==> config.mk <==
export PLATFORM = sky130hd
export DESIGN_NAME = hscd_top
export DESIGN_NICKNAME = d
export VERILOG_FILES = /design/src/design/hscd_pkg.sv /design/src/design/hscd_strap_if.sv /design/src/design/hscd_top.sv /design/src/design/hscd_sync.sv
export SDC_FILE = /design/constraint.sdc
export NUM_CORES = 1
export LEC_CHECK = 0
export ABC_CLOCK_PERIOD_IN_PS = 1700
export BUFFER_PORTS_ARGS = -buffer_cell sky130_fd_sc_hd__clkbuf_2
export CAP_MARGIN = 20
export CORE_UTILIZATION = 40
export CTS_CLUSTER_SIZE = 16
export DETAILED_ROUTE_END_ITERATION = 8
export HOLD_SLACK_MARGIN = 0.06
export SYNTH_ARGS = -nofsm -noshare
export SYNTH_HDL_FRONTEND = slang
export SYNTH_HIERARCHICAL = 1
export SYNTH_SLANG_ARGS = --single-unit
==> constraint.sdc <==
create_clock -name i_clock -period 1.7 [get_ports i_clock]
set_input_delay 0.085 -clock i_clock [delete_from_list [all_inputs] [get_ports i_clock]]
set_output_delay 0.085 -clock i_clock [all_outputs]
set_load 0.03 [all_outputs]
==> src/design/hscd_pkg.sv <==
// Package of strap encodings, modes and timing for the strap configuration decoder
package hscd_pkg;
   // Resistor level code delivered by the analog strap detector
   typedef enum logic [2:0] {
      HSCD_RES_NONE = 3'h0,   // No resistor found
      HSCD_RES_200K_DN = 3'h1,
      HSCD_RES_200K_UP = 3'h2,
      HSCD_RES_10K_DN = 3'h3,
      HSCD_RES_10K_UP = 3'h4,
      HSCD_RES_10R_DN = 3'h5,
      HSCD_RES_10R_UP = 3'h6
   } hscd_res_t;

   // Shared serial pin modes
   typedef enum logic [1:0] {
      HSCD_SER_SPI = 2'h0,
      HSCD_SER_SMBUS = 2'h1,
      HSCD_SER_BRIDGE = 2'h2,
      HSCD_SER_UART = 2'h3
   } hscd_ser_t;

   // Device modes, configuration 1 to 6
   typedef enum logic [2:0] {
      HSCD_CFG_MIXED = 3'h1,
      HSCD_CFG_PORTSWAP = 3'h2,
      HSCD_CFG_SPEED = 3'h3,
      HSCD_CFG_GPIO = 3'h4,
      HSCD_CFG_CHARGE = 3'h5,
      HSCD_CFG_UART = 3'h6
   } hscd_cfg_t;

   // Sequencer states, Gray along capture, wait ROM, done
   typedef enum logic [1:0] {
      HSCD_ST_IDLE = 2'b00,
      HSCD_ST_ROM = 2'b01,
      HSCD_ST_DONE = 2'b11
   } hscd_state_t;

   // Reset values of captured settings
   localparam logic [3:0] HSCD_RST_MASK = 4'h0;
   localparam logic [2:0] HSCD_RST_CFG = 3'h1;
   localparam logic [1:0] HSCD_RST_SER = 2'h0;
   // Last count of the post-reset settle counter; capture follows it
   localparam logic [1:0] HSCD_SETTLE_END = 2'h3;
   // Boot ROM signature address (signature itself is checked by the ROM reader)
   localparam logic [15:0] HSCD_SIG_ADDR = 16'hfffa;
   // Number of downstream ports
   localparam int HSCD_PORTS = 4;
endpackage

==> src/design/hscd_strap_if.sv <==
// Interface carrying synchronised raw strap codes between decoder modules
`timescale 1ns/100ps
interface hscd_strap_if;
   logic [2:0] fixed_code;   // Non-removable strap level
   logic [2:0] charge_code;  // Battery charging strap level
   logic [2:0] mode_code;    // Device mode strap level
   logic [2:0] dout_code;    // Serial data-out strap level
   logic [2:0] clk_code;     // Serial clock strap level
   logic [3:0] plus_dis;     // Plus-line disable straps
   logic [3:0] minus_dis;    // Minus-line disable straps
   modport src (output fixed_code, charge_code, mode_code, dout_code, clk_code,
                output plus_dis, minus_dis);
   modport dst (input fixed_code, charge_code, mode_code, dout_code, clk_code,
                input plus_dis, minus_dis);
endinterface

==> src/design/hscd_top.sv <==
// Strap capture and decode of a four-port hub's power-on configuration
`timescale 1ns/100ps
// Behaviour
// [RULE_01] Both serial straps pulled up: SMBus slave
// [RULE_02] Data-out pulled down: UART, TX/RX pins
// [RULE_03] No serial straps: enter SPI, seek ROM
// [RULE_04] SPI without valid ROM falls to bridging
// [RULE_05] ROM valid only with signature at address
// [RULE_06] Never enable conflicting interface pairs together
// [RULE_07] SMBus slave only in configuration 1,2,3,6
// [RULE_08] Bridging needs mode 1,2,3,6 and host setup
// [RULE_09] Shared pin roles follow the serial mode
// [RULE_10] Per-line disable straps, one means disabled
// [RULE_11] Port off only when both lines disabled
// [RULE_12] Fixed-port strap decodes five resistor options
// [RULE_13] Charge strap decodes same five options
// [RULE_14] Mode strap decodes six resistor options
// [RULE_15] Capture straps at reset release, hold
// [RULE_16] Encoded levels mapped through tables, registered
module hscd_top
   import hscd_pkg::*;
(
   // Clock and reset
   input wire logic i_clock,
   input wire logic i_arst_n,
   // Encoded strap levels from the analog detector
   input wire logic [2:0] i_fixed_port_strap,
   input wire logic [2:0] i_charge_port_strap,
   input wire logic [2:0] i_mode_strap,
   input wire logic [2:0] i_dout_strap,
   input wire logic [2:0] i_clk_strap,
   input wire logic [3:0] i_port_plus_disable,
   input wire logic [3:0] i_port_minus_disable,
   // ROM search result from the SPI reader
   input wire logic i_rom_done,
   input wire logic i_rom_valid,
   // Host has programmed the bridge registers
   input wire logic i_bridge_setup,
   // Serial mode and enables
   output logic [1:0] o_serial_pin_mode_cfg,
   output logic o_spi_en,
   output logic o_smbus_en,
   output logic o_bridge_en,
   output logic o_uart_en,
   output logic o_rom_search,
   output logic o_straps_valid,
   // Shared pin roles
   output logic o_pin_straps_active,
   output logic o_slave_cfg_active,
   output logic [1:0] o_slave_cfg,
   // Port settings
   output logic [3:0] o_plus_off,
   output logic [3:0] o_minus_off,
   output logic [3:0] o_port_off,
   output logic [3:0] o_fixed_ports,
   output logic [3:0] o_charge_ports,
   output logic [2:0] o_device_mode,
   output logic o_mode_error
);
   hscd_strap_if s();        // Synchronised strap codes
   hscd_state_t state;       // Capture sequencer
   hscd_ser_t ser_mode;      // Held serial mode
   logic [2:0] mode_cfg;     // Held device mode
   logic mode_ok;            // Held mode-valid flag
   logic sideband_ok;        // Mode maps pins 4 and 5 to sideband data and clock

   hscd_sync u_sync (
      .i_clock(i_clock),
      .i_arst_n(i_arst_n),
      .i_fixed_code(i_fixed_port_strap),
      .i_charge_code(i_charge_port_strap),
      .i_mode_code(i_mode_strap),
      .i_dout_code(i_dout_strap),
      .i_clk_code(i_clk_strap),
      .i_plus_dis(i_port_plus_disable),
      .i_minus_dis(i_port_minus_disable),
      .o_s(s)
   );

   // Five-option port count table, thermometer of ports 1 upward
   function automatic logic [3:0] port_table(input logic [2:0] code);
      case (code)
         HSCD_RES_200K_DN: port_table = 4'h0;
         HSCD_RES_200K_UP: port_table = 4'h1;
         HSCD_RES_10K_DN: port_table = 4'h3;
         HSCD_RES_10K_UP: port_table = 4'h7;
         HSCD_RES_10R_DN: port_table = 4'hf;
         default: port_table = 4'h0;   // Unlisted level: safest setting
      endcase
   endfunction

   // Six-option device mode table; bit 3 flags a listed level
   function automatic logic [3:0] mode_table(input logic [2:0] code);
      case (code)
         HSCD_RES_200K_DN: mode_table = {1'b1, HSCD_CFG_MIXED};
         HSCD_RES_200K_UP: mode_table = {1'b1, HSCD_CFG_PORTSWAP};
         HSCD_RES_10K_DN: mode_table = {1'b1, HSCD_CFG_SPEED};
         HSCD_RES_10K_UP: mode_table = {1'b1, HSCD_CFG_GPIO};
         HSCD_RES_10R_DN: mode_table = {1'b1, HSCD_CFG_CHARGE};
         HSCD_RES_10R_UP: mode_table = {1'b1, HSCD_CFG_UART};
         default: mode_table = {1'b0, HSCD_CFG_MIXED};
      endcase
   endfunction

   // Sequencer: capture two cycles after the synchroniser fills, then wait for ROM when both serial straps are absent
   // The three-cycle settle keeps reset-era zeros out of the capture.
   logic [1:0] settle;
   always_ff @(posedge i_clock or negedge i_arst_n) begin
      if (!i_arst_n) begin
         settle <= 2'h0;
      end else if (settle != HSCD_SETTLE_END) begin
         settle <= settle + 2'h1;
      end
   end

   // Capture strobe: synchroniser full and sequencer still idle
   // Shared by every capture process so they all latch on one edge
   logic capture_now;
   assign capture_now = state == HSCD_ST_IDLE && settle == HSCD_SETTLE_END;

   always_ff @(posedge i_clock or negedge i_arst_n) begin
      if (!i_arst_n) begin
         state <= HSCD_ST_IDLE;
      end else begin
         case (state)
            HSCD_ST_IDLE: begin
               if (capture_now) begin
                  if (s.dout_code == HSCD_RES_NONE && s.clk_code == HSCD_RES_NONE) begin
                     state <= HSCD_ST_ROM;   // [RULE_03]
                  end else begin
                     state <= HSCD_ST_DONE;
                  end
               end
            end
            HSCD_ST_ROM: begin
               if (i_rom_done) begin
                  state <= HSCD_ST_DONE;
               end
            end
            HSCD_ST_DONE: state <= HSCD_ST_DONE;   // Held until next reset
            default: state <= HSCD_ST_IDLE;
         endcase
      end
   end

   // Serial mode choice; a 10K pull-down on data-out wins as UART
   always_ff @(posedge i_clock or negedge i_arst_n) begin
      if (!i_arst_n) begin
         ser_mode <= hscd_ser_t'(HSCD_RST_SER);
      end else if (capture_now) begin
         if (s.dout_code == HSCD_RES_10K_DN) begin
            ser_mode <= HSCD_SER_UART;   // [RULE_02]
         end else if (s.dout_code == HSCD_RES_10K_UP && s.clk_code == HSCD_RES_10K_UP) begin
            ser_mode <= HSCD_SER_SMBUS;   // [RULE_01]
         end else begin
            ser_mode <= HSCD_SER_SPI;   // [RULE_03]
         end
      end else if (state == HSCD_ST_ROM && i_rom_done && !i_rom_valid) begin
         ser_mode <= HSCD_SER_BRIDGE;   // [RULE_04] [RULE_05]
      end
   end

   // Mode and port straps latched once at capture
   always_ff @(posedge i_clock or negedge i_arst_n) begin
      if (!i_arst_n) begin
         mode_cfg <= HSCD_RST_CFG;
         mode_ok <= 1'b0;
         o_fixed_ports <= HSCD_RST_MASK;
         o_charge_ports <= HSCD_RST_MASK;
         o_plus_off <= HSCD_RST_MASK;
         o_minus_off <= HSCD_RST_MASK;
         o_port_off <= HSCD_RST_MASK;
      end else if (capture_now) begin
         {mode_ok, mode_cfg} <= mode_table(s.mode_code);   // [RULE_14] [RULE_15] [RULE_16]
         o_fixed_ports <= port_table(s.fixed_code);   // [RULE_12]
         o_charge_ports <= port_table(s.charge_code);   // [RULE_13]
         o_plus_off <= s.plus_dis;   // [RULE_10]
         o_minus_off <= s.minus_dis;   // [RULE_10]
         o_port_off <= s.plus_dis & s.minus_dis;   // [RULE_11]
      end
   end

   // Sideband pins exist only outside configurations 4 and 5
   assign sideband_ok = mode_cfg != HSCD_CFG_GPIO && mode_cfg != HSCD_CFG_CHARGE;

   // Registered enables; one-hot on mode so forbidden pairs cannot occur
   always_ff @(posedge i_clock or negedge i_arst_n) begin
      if (!i_arst_n) begin
         o_spi_en <= 1'b0;
         o_smbus_en <= 1'b0;
         o_bridge_en <= 1'b0;
         o_uart_en <= 1'b0;
         o_rom_search <= 1'b0;
         o_straps_valid <= 1'b0;
         o_serial_pin_mode_cfg <= HSCD_RST_SER;
         o_device_mode <= HSCD_RST_CFG;
         o_mode_error <= 1'b0;
      end else begin
         o_rom_search <= state == HSCD_ST_ROM;   // [RULE_03]
         o_straps_valid <= state == HSCD_ST_DONE;   // [RULE_15]
         o_serial_pin_mode_cfg <= ser_mode;
         o_device_mode <= mode_cfg;
         o_mode_error <= state == HSCD_ST_DONE && !mode_ok;
         o_spi_en <= ser_mode == HSCD_SER_SPI && state != HSCD_ST_IDLE;   // [RULE_06]
         o_uart_en <= ser_mode == HSCD_SER_UART && state == HSCD_ST_DONE;   // [RULE_06]
         o_smbus_en <= ser_mode == HSCD_SER_SMBUS && state == HSCD_ST_DONE
                       && sideband_ok;   // [RULE_07] [RULE_06]
         o_bridge_en <= ser_mode == HSCD_SER_BRIDGE && state == HSCD_ST_DONE
                        && sideband_ok && i_bridge_setup;   // [RULE_08] [RULE_06]
      end
   end

   // Shared pin roles: straps on first two unless SPI, slave config only in SMBus
   always_ff @(posedge i_clock or negedge i_arst_n) begin
      if (!i_arst_n) begin
         o_pin_straps_active <= 1'b0;
         o_slave_cfg_active <= 1'b0;
         o_slave_cfg <= 2'h0;
      end else begin
         o_pin_straps_active <= ser_mode != HSCD_SER_SPI && state == HSCD_ST_DONE;   // [RULE_09]
         o_slave_cfg_active <= ser_mode == HSCD_SER_SMBUS && state == HSCD_ST_DONE;   // [RULE_09]
         // Pulled-up data-out and clock read as ones in slave mode
         o_slave_cfg <= (ser_mode == HSCD_SER_SMBUS && state == HSCD_ST_DONE) ? 2'h3 : 2'h0;
      end
   end
endmodule

==> src/design/hscd_sync.sv <==
// Two-stage synchroniser for the strap inputs from the pins
`timescale 1ns/100ps
module hscd_sync
   import hscd_pkg::*;
(
   // Clock and reset
   input wire logic i_clock,
   input wire logic i_arst_n,
   // Raw strap levels
   input wire logic [2:0] i_fixed_code,
   input wire logic [2:0] i_charge_code,
   input wire logic [2:0] i_mode_code,
   input wire logic [2:0] i_dout_code,
   input wire logic [2:0] i_clk_code,
   input wire logic [3:0] i_plus_dis,
   input wire logic [3:0] i_minus_dis,
   // Synchronised side
   hscd_strap_if.src o_s
);
   // First stage, read only by the second stage
   logic [22:0] meta;
   // Second stage
   logic [22:0] sync;

   // Both stages on one edge; no logic taps the first stage
   always_ff @(posedge i_clock or negedge i_arst_n) begin
      if (!i_arst_n) begin
         meta <= 23'h0;
         sync <= 23'h0;
      end else begin
         meta <= {i_fixed_code, i_charge_code, i_mode_code, i_dout_code, i_clk_code,
                  i_plus_dis, i_minus_dis};
         sync <= meta;
      end
   end

   assign o_s.fixed_code = sync[22:20];
   assign o_s.charge_code = sync[19:17];
   assign o_s.mode_code = sync[16:14];
   assign o_s.dout_code = sync[13:11];
   assign o_s.clk_code = sync[10:8];
   assign o_s.plus_dis = sync[7:4];
   assign o_s.minus_dis = sync[3:0];
endmodule

# After elaboration in Yosys (flattened, before gate mapping)
# Cells that the tools add are included.
# classes
n_addsub,1
eq_ne,28
mux,12
bitwise,1
reduce_logical,25
# ops
cell,count
one-hot mux 4 bit (4 select lines),2
equality test 3 bit (second input constant),9
one-hot mux 4 bit (6 select lines),1
equality test 3 x 2 -> 1 bit (second input constant),7
logical AND 1 bit,15
two-way mux 2 bit,7
equality test 2 bit (second input constant),4
zero test 3 bit,2
inequality test 2 bit (second input constant),3
inequality test 3 bit (second input constant),2
one-hot mux 2 bit (3 select lines),1
nonzero test 2 bit,3
bitwise AND 4 bit,1
equality test 2 x 1 -> 1 bit (second input constant),2
zero test 2 bit,2
equality test 3 x 1 -> 1 bit (second input constant),1
adder 2 x 1 -> 2 bit (second input constant),1
zero test 1 bit,2
AND reduction 2 bit,1
two-way mux 1 bit,1
# word_totals
regBits,92
input_bits,28

# Logic depth before layout (Yosys ltp)
# Gate-level depths: netlist of run 1.
# logic_depth
ltp_word,5
ltp_mapped,6

# Modules after synthesis
# Netlist of run 1, hierarchy kept.
# modules_own_cells
mod,instances,cells_each,area_per_inst_um2,seq_area_each_um2
hscd_top,1,165,1741.7,1103.6
hscd_sync,1,46,1151.1,1151.1

# Least setup slack after synthesis of run 1
# Ideal clock, no wire load.
# synth_timing
path_type,register to register
startpoint,register settle[0]
endpoint,register mode_ok
arrival_ns,1.322
t_required_ns,1.576
setup_slack_ns,0.254
stages_incl_launch_ff,7
n_path_buf,2
cell_sequence,dfrtp_1 -> ha_1 -> or3b_1 -> buf_6 -> buf_6 -> nand2_2 -> o31ai_2
# synth_between
elab_chain_len,2
# synth_lines
item,line,text
from (decl),hscd_top.sv:107,logic [1:0] settle;
from (signal assigned),hscd_top.sv:112,settle <= settle + 2'h1;
equality test 2 bit,hscd_top.sv:119,assign capture_now = state == HSCD_ST_IDLE && settle == HSCD_SETTLE_END;
logical AND 1 bit,hscd_top.sv:119,
to (signal assigned),hscd_top.sv:174,"{mode_ok, mode_cfg} <= mode_table(s.mode_code);"
to (decl),hscd_top.sv:64,logic mode_ok;
# No other way between the ends.
# A chain may end at the register's enable or synchronous reset.

# Worst setup path in the final report of run 1
# layout_timing
startpoint,register settle[0]
endpoint,register ser_mode[1]
# layout_between
elab_chain_len,3
# layout_lines
item,line,text
equality test 2 bit (*),hscd_top.sv:119,
logical AND 1 bit (*),hscd_top.sv:119,
two-way mux 2 bit or nonzero test 2 bit (tied branches),n/a,
to (signal assigned),hscd_top.sv:149,ser_mode <= hscd_ser_t'(HSCD_RST_SER);
to (decl),hscd_top.sv:62,hscd_ser_t ser_mode;
# Every way passes the cells marked *; elsewhere a longest branch is shown, timed or not.

==> metrics, run 1 <==
CP peak stage delay 380 ps; Max Root-Sink Buffers 2; worst skew pair latency 350 ps; syn_nets 240; vias in the first global route 1625; Cell Area, Synth 2890 um2; register bit count reported by yosys 90; Crit Path Class reg -> reg; status finished clean; Hold Path Class in -> reg; GRT Total Usage 13.2%; worst hold margin 176 ps; core area 6910 um2; CP endpoint kind flip-flop; Die Wd 87.0 um; TritonCTS Sinks 90; R2R Path End ser_mode[1]; Setup TNS 0 ps; drt via density 4.32; RSZ-0062 raised after global routing no; number of DRC markers in iteration 0 83; htree depth 3; CTS clk-pin slew, worst paths 80 ps; yosys warns 6; Register Area 2250 um2; PD cells 1130 nW/um2; Overflow after GRT 0; GRT met3 Usage 5.12%; GP Congestion 0.720; routed wire length 4560 um; CP required 1940 ps; # IOs 64; crit-path leading delay family flip-flops; flop-to-flop setup slack 260 ps; Max-Slew Margin vs Limit 72.9%; initial antenna violation count 0; Slew @ Worst Pin 407 ps; f_max 0.696 GHz; Critical path origin settle[0]; library cells used by synthesis 32; Pre-antenna DRT Iters 4; wire per inst 11.1 um; Max FO, Critical Path 12; mean post-synth cell area 13.7 um2; DRC violations left 0; number of cells on the worst reg-to-reg path 4; die area 7580 um2; setup slack at placement 268 ps; crit path capture ser_mode[1]; worst setup margin 263 ps; fraction of layout cells with a size suffix above 1 29.7%; pin count of the biggest net entering global routing 33; DP HPWL 3050 um; commonest non-fill, non-tap cells in the layout 88 x dfrtp_1, 62 x clkbuf_2, 57 x nand2_1; met1 GRT Util 15.0%; Gate Count Post-Synth 211; Final ANT Viol Nets 0; n_diodes 0; first-pass GRT wire length 7240 um; Most Crowded Layer GR met2; buffer and inverter count on the worst path 1; post-synthesis sequential area ratio 77.9%; DR vias 1778; Cell Rows 30; TritonCTS buffer count 9; final worst-path cycle share 84.6%; CP max stage cell dfrtp_1; Final Skew 4.95 ps; multi-input logic area 552 um2; Final Hold Violating Endpoints 0; die height 87.0 um; nets 340; Initial Utilization 41.9%; root buffer cell clkbuf_8; commonest non-fill, non-tap cell in the layout dfrtp_1; Final Critical Period 1440 ps; Final setup viols 0; Worst Setup Start Kind flip-flop; fill cell count 601; CP arrival 1680 ps; VDD IR max 0.523 mV; Max Cap Viol 0; leak pwr 0.00190 uW; Port Buffers 63; cells along the critical path ha_1 > or3b_1 > buf_4 > o22a_1; Area Growth Syn to Fin 33.0%; TritonCTS clock tree yes; max-slew violation count 0; number of cells on the critical path 4; GR Util met2 21.2%; FF-to-FF Start settle[0]
[worst min path at each step]
stage                      from        endpoint  slack (ps)  depth (start not counted)
finish              i_rom_valid     ser_mode[0]         180                          4
global route        i_rom_valid     ser_mode[0]         190                          4
CTS                 i_rom_valid     ser_mode[0]         180                          4
detailed placement     i_arst_n  u_sync/meta[8]          50                          1
global placement       i_arst_n  u_sync/meta[9]          40                          1
floorplan              i_arst_n     mode_cfg[1]        -210                          0
[cells by family after synthesis]
logic type / Yosys count / share of synthesized area, %
simple gates: 87 / 13.4
buf+inv: 12 / 2.98
xor+xnor: 3 / 0.908
flops: 90 / 77.9
compound gates: 17 / 3.98
fa+ha+maj: 1 / 0.432
mux: 1 / 0.389
[state kept, by name, indices dropped and copies added, names as in the netlist, 2 cells and up]
| name | flops |
|---|---|
| o_charge_ports | 4 |
| o_fixed_ports | 4 |
| u_sync/meta | 23 |
| ser_mode | 2 |
| o_plus_off | 4 |
| u_sync/sync | 23 |
| o_device_mode | 3 |
| o_serial_pin_mode_cfg | 2 |
| o_port_off | 4 |
| state | 2 |
| mode_cfg | 3 |
| o_minus_off | 4 |
| settle | 2 |
[per-stage QoR]
| step | std cells | power [uW] | utilization, % | area [um2] |
|---|---|---|---|---|
| after floorplan | 211 | 2470 | - | 2890 |
| after global placement | 370 | 2610 | 48.3 | 3340 |
| after detailed placement | 370 | 2620 | 48.3 | 3340 |
| after CTS | 412 | 4400 | 55.7 | 3850 |
| after global routing | 412 | 4530 | 55.7 | 3850 |
| final | 412 | 4340 | 55.7 | 3850 |
[area by class of cell]
cell class              instances  area share, %
flip-flops and latches         90           58.6
repair buffers                 98           17.1
multi-input cells             109           14.3
clock buffers                  10           3.58
well taps                      96           3.12
clock inverters                 6           2.96
inverters                       3          0.293
[report_power, final]
| group | internal, uW | total (uW) | switching (uW) |
|---|---|---|---|
| logic | 125 | 318 | 193 |
| clock network | 1020 | 1720 | 707 |
| registers | 2250 | 2300 | 49.3 |
[per-layer routing]
layer,vias to the layer above,wire (um)
li1,880,-
met3,9,218
met1,851,1940
met5,-,0
met2,38,2290
met4,0,108
[synth_stat cells]
library cell | n | area [um2]
or3b_1 | 1 | 8.76
nand3_1 | 8 | 40.0
dfrtp_1 | 88 | 2200
nor3b_2 | 1 | 12.5
o31ai_2 | 1 | 12.5
mux2_2 | 1 | 11.3
o22a_1 | 3 | 26.3
nand2b_1 | 1 | 6.26
nand2_2 | 1 | 6.26
ha_1 | 1 | 12.5
and3_1 | 2 | 12.5
o21bai_1 | 1 | 7.51
o21ai_1 | 1 | 5.00
nor2b_1 | 4 | 25.0
a21oi_1 | 1 | 5.00
buf_4 | 2 | 15.0
o22ai_1 | 1 | 6.26
nor3_1 | 2 | 10.0
nand2_1 | 57 | 214
a211o_1 | 1 | 8.76
nand3b_1 | 1 | 7.51
nor4_1 | 2 | 12.5
buf_2 | 3 | 15.0
buf_6 | 4 | 45.0
o21a_1 | 1 | 7.51
nor2_1 | 6 | 22.5
dfstp_2 | 2 | 52.6
xnor2_1 | 3 | 26.3
and3b_1 | 1 | 8.76
o21ai_0 | 6 | 30.0
a31oi_1 | 1 | 6.26
inv_1 | 3 | 11.3
[worst register-to-register path, delay by kind of cell (launching register included)]
kind	cells	cell delay [ps]
buffers and inverters	1	190
and+or+nand+nor	1	370
AOI/OAI and AO/OA	1	210
DFF	1	380
adders and majority gates	1	180
[repair_timing]
action | in CTS | in global routing
endpoints found under the hold margin | 105 | 0
gates resized for setup | 0 | 0
buffers inserted | 0 | 0
hold buffers | 26 | 0
Power figures use the tool's default switching activity.
==> run 2: changes to the inputs <==
--- a/config.mk
+++ b/config.mk
@@ -5,7 +5,7 @@
 export SDC_FILE = /design/constraint.sdc
 export NUM_CORES = 1
 export LEC_CHECK = 0
-export ABC_CLOCK_PERIOD_IN_PS = 1700
+export ABC_CLOCK_PERIOD_IN_PS = 1300
 export BUFFER_PORTS_ARGS = -buffer_cell sky130_fd_sc_hd__clkbuf_2
 export CAP_MARGIN = 20
 export CORE_UTILIZATION = 40
==> constraint.sdc (replaced) <==
create_clock -name i_clock -period 1.3 [get_ports i_clock]
set_input_delay 0.065 -clock i_clock [delete_from_list [all_inputs] [get_ports i_clock]]
set_output_delay 0.065 -clock i_clock [all_outputs]
set_load 0.03 [all_outputs]
==> run 2 against run 1 <==
  * Cell count increased by 1.7%
  * Clock power grew 2%
  * Sequential power rose by 31%
  * Sequential share of layout area fell by 1.1 points
  * The flow now finishes with violations (setup timing)
  * Register-to-register slack worse by 340 ps
  * Global-route usage rose by 0.31 points
==> metrics, run 2 (synthesis results as in run 1) <==
TritonCTS Sinks 90 (unchanged); Final ANT Viol Nets 0 (unchanged); worst hold margin 140 ps (was 176 ps); root buffer cell clkbuf_8 (unchanged); Cell Rows 30 (unchanged); Max-Slew Margin vs Limit 69.4% (was 72.9%); Area Growth Syn to Fin 35.5% (was 33.0%); CP required 1520 ps (was 1940 ps); Worst Setup Start Kind flip-flop (unchanged); drt via density 4.35 (was 4.32); CP arrival 1590 ps (was 1680 ps); Hold Path Class in -> reg (unchanged); vias in the first global route 1657 (was 1625); Slew @ Worst Pin 460 ps (was 407 ps); wire per inst 11.7 um (was 11.1 um); number of DRC markers in iteration 0 93 (was 83); worst skew pair latency 340 ps (was 350 ps); Port Buffers 63 (unchanged); max-slew violation count 0 (unchanged); design area 3920 um2 (was 3850 um2); die height 87.0 um (unchanged); TritonCTS clock tree yes (unchanged); number of cells on the worst reg-to-reg path 5 (was 4); Final Hold Violating Endpoints 0 (unchanged); Pre-antenna DRT Iters 4 (unchanged); GRT Total Usage 13.5% (was 13.2%); VDD IR max 0.744 mV (was 0.523 mV); Final Skew 6.29 ps (was 4.95 ps); initial antenna violation count 0 (unchanged); commonest non-fill, non-tap cell in the layout dfrtp_1 (unchanged); Max FO, Critical Path 10 (was 12); commonest non-fill, non-tap cells in the layout 88 x dfrtp_1, 62 x clkbuf_2, 57 x nand2_1 (unchanged); Final Critical Period 1380 ps (was 1440 ps); Max Root-Sink Buffers 2 (unchanged); Max Cap Viol 0 (unchanged); GP Congestion 0.774 (was 0.720); leak pwr 0.00193 uW (was 0.00190 uW); FF-to-FF Start settle[1] (was settle[0]); Die Wd 87.0 um (unchanged); core area 6910 um2 (unchanged); htree depth 3 (unchanged); fill cell count 633 (was 601); worst setup margin -75.6 ps (was 263 ps); failing checks setup timing; fin util 56.7% (was 55.7%); Initial Utilization 41.9% (unchanged); PD cells 1320 nW/um2 (was 1130 nW/um2); first-pass GRT wire length 7480 um (was 7240 um); CP peak stage delay 410 ps (was 380 ps); Largest regs u_sync/meta x23, u_sync/sync x23 (unchanged); fraction of layout cells with a size suffix above 1 31.9% (was 29.7%); n_diodes 0 (unchanged); Crit Path Class reg -> reg (unchanged); hold-critical path depth 4 (unchanged); status finished with violations (was finished clean); Hold Crit Start i_rom_valid (unchanged); f_max 0.727 GHz (was 0.696 GHz); CP endpoint kind flip-flop (unchanged); Final setup viols 22 (was 0); die area 7580 um2 (unchanged); RSZ-0062 raised after global routing yes (was no); CTS clk-pin slew, worst paths 80 ps (about the same); DP Area 3370 um2 (was 3340 um2); DP HPWL 2890 um (was 3050 um); flop-to-flop setup slack -80 ps (was 260 ps); nets 347 (was 340); TritonCTS buffer count 9 (unchanged); cells along the critical path ha_4 > or3b_4 > buf_6 > nand2_2 > o31ai_4 (was ha_1 > or3b_1 > buf_4 > o22a_1); pin count of the biggest net entering global routing 91 (was 33); worst hold endpoint ser_mode[0] (unchanged); DR vias 1821 (was 1778); CP max stage cell or3b_4 (was dfrtp_1); R2R Path End mode_ok (was ser_mode[1]); # IOs 64 (unchanged); DRC violations left 0 (unchanged); Overflow after GRT 0 (unchanged); final worst-path cycle share 106% (was 84.6%); routed wire length 4880 um (was 4560 um)
run 2: changes by cell type in the layout (fill, tap and decap cells not counted), moves of 2 or more:
cell / delta
o21ai_0: -4
o21ai_2: +3
bufinv_16: -2
clkbuf_1: +3
clkinv_2: +3
clkinvlp_4: -2
buf_6: +3
run 2: worst max-delay path: cells and delay by family (launching register included):
kind                       cells  cell delay (ps)
DFF                            1              390
adders and majority gates      1              150
AOI/OAI and AO/OA              1               70
and+or+nand+nor                2              490
buffers and inverters          1              160
run 2: area by class of cell:
class / count / area (um2) / share of cell area [%]
Clock buffer: 12 / 135 / 3.45
Clock inverter: 4 / 45.0 / 1.15
Inverter: 3 / 11.3 / 0.287
Multi-Input combinational cell: 109 / 593 / 15.1
Sequential cell: 90 / 2250 / 57.5
Tap cell: 96 / 120 / 3.07
Timing Repair Buffer: 105 / 759 / 19.4
run 2: per-stage QoR:
step | power, uW | setup slack (ps) | instances | TNS [ps]
CTS | 5230 | -64.6 | 413 | -681
global route | 5390 | -127 | 419 | -1840
global placement | 3410 | -78.3 | 371 | -949
floorplan | 3230 | -79.5 | 211 | -1400
finish | 5180 | -75.6 | 419 | -469
detailed placement | 3420 | -129 | 371 | -1670
run 2: where the power goes:
group | switching, uW | internal [uW]
logic | 254 | 161
registers | 68.3 | 2940
clock network | 878 | 882
total | 1200 | 3980
run 2: worst max-delay path by stage:
stage                                   to  cells past startpoint       from
after detailed placement  o_fixed_ports[0]                      5  settle[1]
after global placement    o_fixed_ports[0]                      5  settle[1]
final                              mode_ok                      5  settle[1]
after floorplan                    mode_ok                      6  settle[0]
after CTS                 o_fixed_ports[0]                      5  settle[1]
after global routing               mode_ok                      5  settle[1]
run 2: timing repair:
action / CTS / global route
endpoints found under the setup margin: 25 / 26
cloned: 0 / 2
pin swaps: 1 / 1
hold endpoints to repair: 113 / 0
resized for setup: 3 / 11
setup buffers: 0 / 4
hold buffers: 26 / 0
run 2: metal layers:
| layer | GRT usage [%] | share of wire, % | vias up |
|---|---|---|---|
| li1 | - | - | 894 |
| met1 | 17.0 | 44 | 874 |
| met2 | 21.2 | 51 | 44 |
| met3 | 3.70 | 3.2 | 9 |
| met4 | 7.73 | 1.9 | 0 |
| met5 | 0 | 0 | - |
==> run 3: changes to the inputs <==
--- a/config.mk
+++ b/config.mk
@@ -5,13 +5,14 @@
 export SDC_FILE = /design/constraint.sdc
 export NUM_CORES = 1
 export LEC_CHECK = 0
-export ABC_CLOCK_PERIOD_IN_PS = 1300
+export ABC_CLOCK_PERIOD_IN_PS = 1200
 export BUFFER_PORTS_ARGS = -buffer_cell sky130_fd_sc_hd__clkbuf_2
 export CAP_MARGIN = 20
-export CORE_UTILIZATION = 40
+export CORE_UTILIZATION = 47
 export CTS_CLUSTER_SIZE = 16
 export DETAILED_ROUTE_END_ITERATION = 8
 export HOLD_SLACK_MARGIN = 0.06
+export PLACE_DENSITY = 0.73
 export SYNTH_ARGS = -nofsm -noshare
 export SYNTH_HDL_FRONTEND = slang
 export SYNTH_HIERARCHICAL = 1
==> constraint.sdc (replaced) <==
create_clock -name i_clock -period 1.2 [get_ports i_clock]
set_input_delay 0.06 -clock i_clock [delete_from_list [all_inputs] [get_ports i_clock]]
set_output_delay 0.06 -clock i_clock [all_outputs]
set_load 0.03 [all_outputs]
==> run 3 against run 2 <==
  * Maximum frequency up 1.0%
  * Highest routed layer unchanged
  * Largest power group unchanged
  * Clock power grew 14%
  * The run still ends with setup timing left
  * Cell area up 0.93%
  * Combinational power is 8.9% higher
  * Sequential share of layout area shrank 0.53 points
==> metrics, run 3 (synthesis results as in run 1) <==
fin util 66.8% (was 56.7%); first-pass GRT wire length 7760 um (was 7480 um); RSZ-0062 raised after global routing yes (unchanged); GRT met3 Usage 6.02% (was 3.70%); routed wire length 4890 um (was 4880 um); failing checks setup timing (unchanged); fraction of layout cells with a size suffix above 1 34.5% (was 31.9%); Register Area 2250 um2 (unchanged); Slew @ Worst Pin 330 ps (was 460 ps); f_max 0.734 GHz (was 0.727 GHz); # IOs 64 (unchanged); CTS clk-pin slew, worst paths 80 ps (about the same); Final Hold Violating Endpoints 0 (unchanged); Max-Slew Margin vs Limit 77.8% (was 69.4%); Hold Path Class in -> reg (unchanged); Final Skew 6.03 ps (was 6.29 ps); hold-critical path depth 4 (unchanged); Final Critical Period 1360 ps (was 1380 ps); die height 80.5 um (was 87.0 um); VDD IR max 0.932 mV (was 0.744 mV); met1 GRT Util 20.0% (was 17.0%); Port Buffers 63 (unchanged); Final ANT Viol Nets 0 (unchanged); CP arrival 1600 ps (was 1590 ps); commonest non-fill, non-tap cell in the layout dfrtp_1 (unchanged); DRC violations left 0 (unchanged); setup slack at placement -237 ps (was -129 ps); Max Cap Viol 0 (unchanged); GRT Total Usage 16.7% (was 13.5%); CP endpoint kind flip-flop (unchanged); GP Congestion 0.734 (was 0.774); status finished with violations (unchanged); Area Growth Syn to Fin 36.7% (was 35.5%); Hold Crit Start i_rom_valid (unchanged); CP required 1440 ps (was 1520 ps); Most Crowded Layer GR met2 (unchanged); worst skew pair latency 350 ps (was 340 ps); wire per inst 12.2 um (was 11.7 um); Initial Utilization 48.9% (was 41.9%); initial antenna violation count 0 (unchanged); htree depth 3 (unchanged); PD cells 1440 nW/um2 (was 1320 nW/um2); leak pwr 0.00196 uW (was 0.00193 uW); Largest regs u_sync/meta x23, u_sync/sync x23 (unchanged); number of DRC markers in iteration 0 116 (was 93); DR vias 1876 (was 1821); max-slew violation count 0 (unchanged); TritonCTS clock tree yes (unchanged); multi-input logic area 604 um2 (was 593 um2); number of cells on the worst reg-to-reg path 5 (unchanged); Pre-antenna DRT Iters 4 (unchanged); die area 6470 um2 (was 7580 um2); Max Root-Sink Buffers 2 (unchanged); worst setup margin -162 ps (was -75.6 ps); commonest non-fill, non-tap cells in the layout 88 x dfrtp_1, 62 x clkbuf_2, 52 x nand2_1 (was 88 x dfrtp_1, 62 x clkbuf_2, 57 x nand2_1); root buffer cell clkbuf_8 (unchanged); GR Util met2 26.9% (was 21.2%); vias in the first global route 1776 (was 1657); fill cell count 444 (was 633); crit path capture o_charge_ports[0] (was mode_ok); R2R Path End o_charge_ports[0] (was mode_ok); Final setup viols 26 (was 22); DP HPWL 2940 um (was 2890 um); nets 349 (was 347); Die Wd 80.5 um (was 87.0 um); final worst-path cycle share 113% (was 106%); drt via density 4.69 (was 4.35); Crit Path Class reg -> reg (unchanged); core area 5920 um2 (was 6910 um2); pin count of the biggest net entering global routing 41 (was 91); FF-to-FF Start settle[1] (unchanged); flop-to-flop setup slack -160 ps (was -80 ps); Overflow after GRT 0 (unchanged); Critical path origin settle[1] (unchanged); TritonCTS buffer count 9 (unchanged); n_diodes 0 (unchanged); Cell Rows 28 (was 30); Worst Setup Start Kind flip-flop (unchanged); TritonCTS Sinks 90 (unchanged); Max FO, Critical Path 15 (was 10)
-- run 3: how the worst min path moves through the flow --
| stage | to | slack (ps) |
|---|---|---|
| after floorplan | mode_cfg[1] | -240 |
| after global placement | o_port_off[3] | -20 |
| after detailed placement | o_port_off[3] | -10 |
| after CTS | ser_mode[0] | 110 |
| after global routing | ser_mode[0] | 130 |
| final | ser_mode[0] | 130 |
-- run 3: repair_timing --
action / 4_1_cts / 5_1_grt
gates resized for setup: 5 / 14
pin swaps: 1 / 2
endpoints found under the hold margin: 115 / 0
setup endpoints to repair: 26 / 30
hold buffers: 26 / 0
cloned: 0 / 2
setup buffers: 0 / 5
-- run 3: stage by stage --
stage / total power [uW] / TNS (ps) / cells / hold WS [ps] / instance area, um2
6_report: 5710 / -3520 / 400 / 128 / 3960
3_3_place_gp: 3700 / -4130 / 351 / -16.7 / 3370
4_1_cts: 5790 / -3460 / 393 / 110 / 3840
2_1_floorplan: 3500 / -3680 / 211 / -236 / 2910
3_5_place_dp: 3710 / -4980 / 351 / -12.9 / 3370
5_1_grt: 5970 / -4590 / 400 / 131 / 3960
-- run 3: where the power goes --
part	switching, uW	internal, uW	total [uW]
Sequential	77.1	3180	3260
Combinational	272	181	453
Clock	982	1010	2000
-- run 3: worst max-delay path, stage by stage, from the launching register on --
cell     delay (ps)
dfrtp_1         400
ha_4            150
or3b_4          420
buf_12          170
nand2_1          60
o21ai_1          50
-- run 3: routing by layer --
layer  wire length [um]  vias up
li1                   -      903
met1               2080      917
met2               2520       52
met3                226        4
met4                 55        0
met5                  0        -
-- run 3: final cells by class --
cell class / instances / area share (%)
sequential: 90 / 57.0
tap: 75 / 2.37
clock buffer: 11 / 3.57
inverter: 3 / 0.285
clock inverter: 5 / 1.36
timing repair buffer: 107 / 20.1
multi-input combinational: 109 / 15.3
